===== src/logic/act_pkg.sv =====
// constants and carriers for the amplifier control tail register bank
// assumes a byte-wide register port fed by an external two-wire protocol engine
// Behaviour
// overheat_retry_disable at 0 lets the device retry after an overheat fault, at 1 it does not.
// an 8-bit running checksum folds over every bus transaction and reads back at its register; a byte arriving with a checksum write is dropped.
// any write to the checksum register clears the checksum instead of storing the byte.
// the book select register picks book 0 to 255 and resets to book 0.
// the host powers the supplies, releases the active-low reset pin, then programs over the bus; act_regs takes an active-high rst_i instead.
// the device keeps measuring load current and voltage and streams them out as digital words.
// after any reset the host waits 100 us for one-time-programmable data to load before commands.
// the checksum takes every transferred byte in order, polynomial x^8+x^2+x+1 (0x07); a byte in the same cycle as a checksum write is dropped.
package act_pkg;
  localparam logic [7:0] ADDR_PROT_CFG = 8'h58;
  localparam logic [7:0] ADDR_CHECKSUM = 8'h7e;
  localparam logic [7:0] ADDR_BOOK = 8'h7f;
  localparam logic [7:0] PROT_CFG_RESET = 8'h03;
  localparam int RETRY_BIT = 2;
  localparam logic [7:0] CHECKSUM_RESET = 8'h00;
  localparam logic [7:0] BOOK_RESET = 8'h00;
  localparam logic [7:0] CRC_POLY = 8'h07;
  localparam int OTP_LOAD_NS = 100000;
  localparam int CLK_PERIOD_NS = 8;
  localparam int OTP_LOAD_CYCLES = (OTP_LOAD_NS + CLK_PERIOD_NS - 1) / CLK_PERIOD_NS;
  localparam int SENSE_SAMPLE_CYCLES = 2604;
  localparam logic [7:0] RETRY_DELAY_RESET = 8'hff;

  typedef struct packed {
    logic [15:0] current;
    logic [15:0] voltage;
  } act_sense_t;

  typedef enum logic [1:0] {
    ACT_RUN = 2'b00,
    ACT_FAULT = 2'b01,
    ACT_WAIT = 2'b10,
    ACT_LATCHED = 2'b11
  } act_prot_state_t;
endpackage : act_pkg


===== src/logic/act_regs.sv =====
// amplifier control tail registers: protection config, bus checksum, book select
// assumes the protocol engine gives one-cycle pulses for register access and bytes
`timescale 1ns/1ps
module act_regs #(
  parameter int RETRY_CYCLES = 1000,
  parameter int SENSE_CYCLES = act_pkg::SENSE_SAMPLE_CYCLES,
  parameter int OTP_CYCLES = act_pkg::OTP_LOAD_CYCLES
) (
  // clock and reset
  input wire logic sys_clk_i,
  input wire logic rst_i,
  // register port
  input wire logic reg_wr_i,
  input wire logic reg_rd_i,
  input wire logic [7:0] reg_addr_i,
  input wire logic [7:0] reg_wdata_i,
  output logic [7:0] reg_rdata_o,
  output logic reg_rvalid_o,
  // transferred byte stream for checksum
  input wire logic bus_byte_valid_i,
  input wire logic [7:0] bus_byte_i,
  // protection
  input wire logic overheat_i,
  output logic amp_enable_o,
  output logic overheat_latched_o,
  output logic otp_ready_o,
  // sense stream
  input wire act_pkg::act_sense_t sense_i,
  output act_pkg::act_sense_t sense_o,
  output logic sense_valid_o
);
  // counter widths below bound each wait; refuse what they cannot count
  if (RETRY_CYCLES < 1 || RETRY_CYCLES > 65536) begin : g_bad_retry
    $error("act_regs: RETRY_CYCLES out of range");
  end
  if (SENSE_CYCLES < 1 || SENSE_CYCLES > 65536) begin : g_bad_sense
    $error("act_regs: SENSE_CYCLES out of range");
  end
  if (OTP_CYCLES < 1 || OTP_CYCLES > 131072) begin : g_bad_otp
    $error("act_regs: OTP_CYCLES out of range");
  end

  function automatic logic [7:0] crc8_byte(input logic [7:0] crc, input logic [7:0] data);
    logic [7:0] c;
    c = crc ^ data;
    for (int i = 0; i < 8; i++) begin
      c = c[7] ? ((c << 1) ^ act_pkg::CRC_POLY) : (c << 1);
    end
    return c;
  endfunction : crc8_byte

  logic [7:0] prot_cfg_q, prot_cfg_d;
  logic [7:0] checksum_q, checksum_d;
  logic [7:0] book_q, book_d;
  logic [7:0] rdata_q, rdata_d;
  logic rvalid_q, rvalid_d;
  logic overheat_retry_disable;

  // policy bit read straight from the stored byte, no shadow copy to drift
  assign overheat_retry_disable = prot_cfg_q[act_pkg::RETRY_BIT];

  // register file
  always_comb begin
    prot_cfg_d = prot_cfg_q;
    checksum_d = checksum_q;
    book_d = book_q;
    if (bus_byte_valid_i) begin
      checksum_d = crc8_byte(checksum_q, bus_byte_i);
    end
    if (reg_wr_i) begin
      case (reg_addr_i)
        act_pkg::ADDR_PROT_CFG: prot_cfg_d = reg_wdata_i;
        act_pkg::ADDR_CHECKSUM: checksum_d = act_pkg::CHECKSUM_RESET;
        act_pkg::ADDR_BOOK: book_d = reg_wdata_i;
        default: ;
      endcase
    end
    rvalid_d = reg_rd_i;
    rdata_d = rdata_q;
    if (reg_rd_i) begin
      case (reg_addr_i)
        act_pkg::ADDR_PROT_CFG: rdata_d = prot_cfg_q;
        act_pkg::ADDR_CHECKSUM: rdata_d = checksum_q;
        act_pkg::ADDR_BOOK: rdata_d = book_q;
        default: rdata_d = 8'h00;
      endcase
    end
  end

  always_ff @(posedge sys_clk_i or posedge rst_i) begin
    if (rst_i) begin
      prot_cfg_q <= act_pkg::PROT_CFG_RESET;
      checksum_q <= act_pkg::CHECKSUM_RESET;
      book_q <= act_pkg::BOOK_RESET;
      rdata_q <= 8'h00;
      rvalid_q <= 1'b0;
    end else begin
      prot_cfg_q <= prot_cfg_d;
      checksum_q <= checksum_d;
      book_q <= book_d;
      rdata_q <= rdata_d;
      rvalid_q <= rvalid_d;
    end
  end

  assign reg_rdata_o = rdata_q;
  assign reg_rvalid_o = rvalid_q;

  // otp load window after reset; host is expected to wait it out
  logic [16:0] otp_cnt_q, otp_cnt_d;
  logic otp_ready_q, otp_ready_d;

  always_comb begin
    otp_cnt_d = otp_cnt_q;
    otp_ready_d = otp_ready_q;
    if (!otp_ready_q) begin
      if (otp_cnt_q == 17'(OTP_CYCLES - 1)) begin
        otp_ready_d = 1'b1;
      end else begin
        otp_cnt_d = otp_cnt_q + 17'h1;
      end
    end
  end

  always_ff @(posedge sys_clk_i or posedge rst_i) begin
    if (rst_i) begin
      otp_cnt_q <= '0;
      otp_ready_q <= 1'b0;
    end else begin
      otp_cnt_q <= otp_cnt_d;
      otp_ready_q <= otp_ready_d;
    end
  end

  assign otp_ready_o = otp_ready_q;

  // overheat handling; retry waits for the fault to clear then a hold-off
  act_pkg::act_prot_state_t st_q, st_d;
  logic [15:0] retry_cnt_q, retry_cnt_d;
  logic amp_en_q, amp_en_d;
  logic latched_q, latched_d;

  always_comb begin
    st_d = st_q;
    retry_cnt_d = retry_cnt_q;
    case (st_q)
      act_pkg::ACT_RUN: begin
        if (overheat_i) st_d = act_pkg::ACT_FAULT;
      end
      act_pkg::ACT_FAULT: begin
        if (overheat_retry_disable) begin
          st_d = act_pkg::ACT_LATCHED;
        end else if (!overheat_i) begin
          st_d = act_pkg::ACT_WAIT;
          retry_cnt_d = '0;
        end
      end
      act_pkg::ACT_WAIT: begin
        if (overheat_i) begin
          st_d = act_pkg::ACT_FAULT;
        end else if (retry_cnt_q == 16'(RETRY_CYCLES - 1)) begin
          st_d = act_pkg::ACT_RUN;
        end else begin
          retry_cnt_d = retry_cnt_q + 16'h1;
        end
      end
      act_pkg::ACT_LATCHED: begin
        // recovery needs the user: clear the disable bit with the fault gone
        if (!overheat_retry_disable && !overheat_i) st_d = act_pkg::ACT_RUN;
      end
      default: st_d = act_pkg::ACT_RUN;
    endcase
    amp_en_d = (st_d == act_pkg::ACT_RUN) && otp_ready_d;
    latched_d = (st_d == act_pkg::ACT_LATCHED);
  end

  always_ff @(posedge sys_clk_i or posedge rst_i) begin
    if (rst_i) begin
      st_q <= act_pkg::ACT_RUN;
      retry_cnt_q <= '0;
      amp_en_q <= 1'b0;
      latched_q <= 1'b0;
    end else begin
      st_q <= st_d;
      retry_cnt_q <= retry_cnt_d;
      amp_en_q <= amp_en_d;
      latched_q <= latched_d;
    end
  end

  assign amp_enable_o = amp_en_q;
  assign overheat_latched_o = latched_q;

  // sense stream: sample load current and voltage at a fixed rate, always on
  logic [15:0] smp_cnt_q, smp_cnt_d;
  act_pkg::act_sense_t sense_q, sense_d;
  logic svalid_q, svalid_d;

  always_comb begin
    smp_cnt_d = smp_cnt_q + 16'h1;
    sense_d = sense_q;
    svalid_d = 1'b0;
    if (smp_cnt_q == 16'(SENSE_CYCLES - 1)) begin
      smp_cnt_d = '0;
      sense_d = sense_i;
      svalid_d = 1'b1;
    end
  end

  always_ff @(posedge sys_clk_i or posedge rst_i) begin
    if (rst_i) begin
      smp_cnt_q <= '0;
      sense_q <= '0;
      svalid_q <= 1'b0;
    end else begin
      smp_cnt_q <= smp_cnt_d;
      sense_q <= sense_d;
      svalid_q <= svalid_d;
    end
  end

  assign sense_o = sense_q;
  assign sense_valid_o = svalid_q;
endmodule : act_regs


===== config.mk =====
export PLATFORM = sky130hd
export DESIGN_NAME = act_regs
export DESIGN_NICKNAME = d
export VERILOG_FILES = /design/src/logic/act_pkg.sv /design/src/logic/act_regs.sv
export SDC_FILE = /design/constraint.sdc
export NUM_CORES = 1
export LEC_CHECK = 0
export ABC_AREA = 0
export BUFFER_PORTS_ARGS = -buffer_cell sky130_fd_sc_hd__buf_2
export CAP_MARGIN = 15
export CORE_MARGIN = 1.5
export CORE_UTILIZATION = 55
export CTS_BUF_LIST = sky130_fd_sc_hd__clkbuf_4
export DETAILED_ROUTE_END_ITERATION = 10
export GPL_ROUTABILITY_DRIVEN = 0
export GPL_TIMING_DRIVEN = 0
export HOLD_SLACK_MARGIN = 0.15
export MAX_ROUTING_LAYER = met4
export PLACE_DENSITY = 0.8
export SLEW_MARGIN = 20
export SYNTH_ARGS = -nofsm -noshare
export SYNTH_HDL_FRONTEND = slang
export SYNTH_SLANG_ARGS = --single-unit

===== constraint.sdc =====
create_clock -name sys_clk_i -period 5.35 [get_ports sys_clk_i]
set_input_delay 0.8025 -clock sys_clk_i [delete_from_list [all_inputs] [get_ports sys_clk_i]]
set_output_delay 0.8025 -clock sys_clk_i [all_outputs]
set_load 0.02 [all_outputs]

; ---- Word-level counts from Yosys, hierarchy flattened
; Index checks and enable logic that the tools add are counted.
[word_totals]
word_cells = 82
input_bits = 62
register_bits = 120
output_inout_bits = 45
[op_classes]
bitwise = 11
reduce_logical = 11
n_eq_ne = 14
add_sub_neg = 3
n_mux = 28
[op_table]
columns = op, count
row1 = 16-bit 2-to-1 mux, 5
row2 = 16-bit by 1-bit adder with 16-bit output (second input constant), 2
row3 = 16-bit case mux with 2 select lines, 1
row4 = 8-bit by 7-bit equality test with 1-bit output (second input constant), 3
row5 = 3-bit 2-to-1 mux, 8
row6 = 8-bit 2-to-1 mux, 3
row7 = 3-bit inverter, 8
row8 = 8-bit case mux with 3 select lines, 1
row9 = 17-bit by 1-bit adder with 17-bit output (second input constant), 1
row10 = 17-bit by 14-bit equality test with 1-bit output (second input constant), 1
row11 = 16-bit by 10-bit equality test with 1-bit output (second input constant), 1
row12 = 16-bit by 12-bit equality test with 1-bit output (second input constant), 1
row13 = 2-bit 2-to-1 mux, 6
row14 = 2-bit != test (second input constant), 4
row15 = 2-bit case mux with 4 select lines, 1
row16 = 8-bit XOR, 1
row17 = 2-bit equality test (second input constant), 3
row18 = 2-bit AND reduction, 3
row19 = 5-bit AND reduction, 1
row20 = 2-bit logical NOT, 2
row21 = 1-bit 2-to-1 mux, 3
row22 = 2-bit by 1-bit equality test with 1-bit output (second input constant), 1
row23 = 1-bit logical AND, 2
row24 = 1-bit logical NOT, 2
row25 = other kinds (2), 3

; ---- Logic depth before layout (Yosys ltp)
[depth]
depth_word = 20
mapped_depth = 9

; ---- Worst setup path after synthesis
; No wires, ideal clock.
[synth_timing]
path_kind = input to register
start = input bus_byte_i[7]
end = register checksum_q[2]
slack_ns = 3.060
stages = 5
arrival_ns = 2.213
setup_ns = 0.077
cell_sequence = xor2_1 -> xnor3_2 -> xnor3_1 -> or3_1 -> a21oi_1
[synth_between]
elab_chain_len = 8
[synth_lines]
columns = element, line
row1 = start: declaration, act_regs.sv:21  ; input wire logic [7:0] bus_byte_i,
row2 = 8-bit XOR (*), act_regs.sv:45  ; c = crc ^ data;
row3 = 3-bit 2-to-1 mux (*), act_regs.sv:47  ; c = c[7] ? ((c << 1) ^ act_pkg::CRC_POLY) : (c << 1);
row4 = 3-bit 2-to-1 mux or 3-bit inverter (tied branches), --
row5 = 3-bit inverter (no source line) or 3-bit 2-to-1 mux (tied branches), --
row6 = 3-bit 2-to-1 mux (*), act_regs.sv:47
row7 = 8-bit 2-to-1 mux (*), act_regs.sv:67  ; if (bus_byte_valid_i) begin
row8 = 8-bit 2-to-1 mux, act_regs.sv:71  ; case (reg_addr_i)
row9 = 8-bit 2-to-1 mux (*), act_regs.sv:70  ; if (reg_wr_i) begin
row10 = net checksum_d[2], act_regs.sv:53  ; logic [7:0] checksum_q, checksum_d;
row11 = end signal: assignment, act_regs.sv:93  ; checksum_q <= act_pkg::CHECKSUM_RESET;
row12 = end signal: assignment, act_regs.sv:99  ; checksum_q <= checksum_d;
row13 = end: declaration, act_regs.sv:53
; The timed path passes the listed nets; every way through them passes the cells marked *.
; A chain may end at the register's enable or synchronous reset.

; ---- Worst setup path after layout
[layout_timing]
start = input reg_addr_i[0]
end = register prot_cfg_q[4]
[layout_between]
elab_chain_len = 2
[layout_lines]
columns = element, line
row1 = start: declaration, act_regs.sv:15  ; input wire logic [7:0] reg_addr_i,
row2 = 8-bit by 7-bit equality test with 1-bit output, act_regs.sv:71
row3 = 2-bit AND reduction (no source line), --
row4 = end signal: assignment, act_regs.sv:92  ; prot_cfg_q <= act_pkg::PROT_CFG_RESET;
row5 = end signal: assignment, act_regs.sv:98  ; prot_cfg_q <= prot_cfg_d;
row6 = end: declaration, act_regs.sv:52  ; logic [7:0] prot_cfg_q, prot_cfg_d;
; Every way passes these cells.

==> results.ini <==
[clock_network]
numCtsBuffers = 17
cts_tree = done
hold_buffers = 0
clockBufferDepth = 2
htree_levels = 4
path_clk_slew_ns = 0.11
clockRootBuffer = clkbuf_4
cts_setup_buffers = 0
insertion_delay_ns = 0.51
cts_sinks = 120
cts_resized = 0

[layout]
drive_above_1_share_pct = 25.8
layout_commonest_cell = dfrtp_1
fin_area_mm2 = 0.00640
fin_nets = 701
antennaDiodeCount = 0
final_cell_mix = dfrtp_1, nand2_1, buf_2
syn2layout_area_growth_pct = 18.5
fin_cells = 776

[global_routing]
antenna_found_initial = 0
grt_pass1_wl_um = 19000
grt_pass1_vias = 4206
grt_start_max_net_pins = 63
grtUsageTotal_pct = 24.7
grt_overflow = 0

[routing]
via_per_inst = 5.35
drt-pass1-iter-count = 8
first_iter_violations = 167
routed_wirelength_um = 11300
wl_per_cell_um = 14.6
vias = 4150
antenna_left = 0
drc_errors = 0

[yosys]
muxShareOfSynthArea_pct = 3.55
async_reset_ff_share_pct = 100
synth_area_mm2 = 0.00540
syn-num-nets = 576
synth-adder-area-share_pct = 0.695
synthCells = 511
synth_simple_gate_area_share_pct = 20.3
synth_flop_cell = dfrtp_1
ys_warn_count = 0
synthXorXnorAreaFrac_pct = 12.2
synth_cell_types = 44
synth-compound-area-share_pct = 4.77
synth_top_family_by_area = simple AND/OR/NAND/NOR gates
synth_seq_area_share_pct = 55.7
synth_edf_count = 0
synth-seq-cells = 120
avgSynthCellArea_um2 = 10.6

[worst_setup_path]
critPathArrivalTime_ns = 2.69
crit_slowest_cell = nor4_2
required_ns = 5.75
critPathMaxStageDelay_ns = 0.92
r2r_start = checksum_q[7]$_DFF_PP0_
path_buf_inv = 1
path_max_fanout = 10
crit_family = simple AND/OR/NAND/NOR gates
critPathKind = in -> reg
crit_start = reg_addr_i[0]
cp-start-kind = input pin
path_cells = buf_2 -> nor4_2 -> nand3_2 -> mux2_2
endpoint_kind = register

[pwr]
p_per_area_mw_per_mm2 = 323
vdd_drop_max_uv = 245
p_leak_nw = 2.98

[sta]
rsz0062_at_grt = no
relSlewSlack_pct = 28.1
fmax_mhz = 437
finalCritPeriodShare_pct = 42.8
slew_violations = 0
worstMarginPinSlew_ns = 1.07
fin_ws_ns = 3.06
fin_crit_ns = 2.29
fin_skew_ns = 0.0131
setup_viol = 0
tns_ns = 0
hold_slack_ns = 0.353
hold_violations = 0

[floorplanning]
die_x_um = 102
initial_core_util_pct = 57.6
die_area_mm2 = 0.0104
io_pins = 107
die_height_um = 102
core-area_mm2 = 0.00937
rows = 35

[place]
port_buffers = 105
dp_hpwl_um = 8080
post-place-ws_ns = 2.59
placed_cells = 746
placed_cell_area_mm2 = 0.00612

[run_status]
outcome = complete, no violations

[job]
max-cap-violations = 0

[worst_hold_path]
hold_path_class = in -> async

[sequential cells by signal, summed over array words and instances (netlist names), 8 cells and up]
signal,count
prot_cfg_q,8
sense_o,32
reg_rdata_o,8
smp_cnt_q,16
checksum_q,8
book_q,8
retry_cnt_q,16
otp_cnt_q,17
[path summary, 6_finish.rpt]
check / endpoint / slack (ns) / depth (start not counted)
setup / recovery: prot_cfg_q[4]$_DFFE_PP0P_ / 3.06 / 4
hold / removal: sense_o[29]$_DFFE_PP0P_ / 0.35 / 2
setup reg to reg: checksum_q[2]$_DFF_PP0_ / 3.24 / 5
hold reg to reg: sense_o[6]$_DFFE_PP0P_ / 0.48 / 2
max in group asynchronous: prot_cfg_q[1]$_DFFE_PP1P_ / 4.27 / 3
min in group sys_clk_i: reg_rvalid_o$_DFF_PP0_ / 0.41 / 1
[through the flow]
step                      total power [mW]  utilization (%)
after floorplan                       1.34                -
after global placement                1.41             64.9
after detailed placement              1.44             65.3
after CTS                             2.09             68.3
after global routing                  2.18             68.3
final                                 2.07             68.3
[cell type report]
class / count / area [µm²]
clock buffer: 20 / 150
inverter: 19 / 76.3
clock inverter: 10 / 130
sequential: 120 / 3010
multi-input combinational: 355 / 2240
buffer: 17 / 82.6
tap: 129 / 161
fill: 758 / 2970
timing repair buffer: 106 / 553
[layer usage]
layer  global-route usage (%)  routed length, µm
met3                     7.05                591
met4                     9.06                161
met1                     30.6               4910
met5                        -                  0
met2                     38.8               5660
[synthesized netlist by cell type, drive strengths merged (3+ instances only)]
cell / n / area (µm²)
and3: 9 / 57.6
nor2: 37 / 139
and4: 5 / 43.8
nor4b: 4 / 35.0
dfrtp: 118 / 2950
buf: 6 / 41.3
o22ai: 8 / 50.1
xor2: 16 / 140
nand2: 113 / 424
a211oi: 5 / 37.5
nand3: 20 / 105
nor4: 6 / 43.8
mux2: 17 / 191
a222oi: 8 / 80.1
nand4: 14 / 87.6
inv: 19 / 71.3
nor3: 12 / 60.1
xnor3: 5 / 115
o21ai: 4 / 20.0
xnor2: 46 / 403
ha: 3 / 37.5
a21oi: 6 / 30.0
clkbuf: 11 / 41.3
[cells by family after synthesis]
kind of cell,Yosys count
buf+inv,36
flops,120
compound gates,36
mux,17
xor+xnor,67
fa+ha+maj,3
simple gates,232
[power breakdown]
part	switching [mW]	internal (mW)	total, mW
clock	0.321	0.331	0.652
combinational	0.185	0.235	0.420
sequential	0.0432	0.951	0.994
No activity file was read; power rests on OpenSTA's default activity.
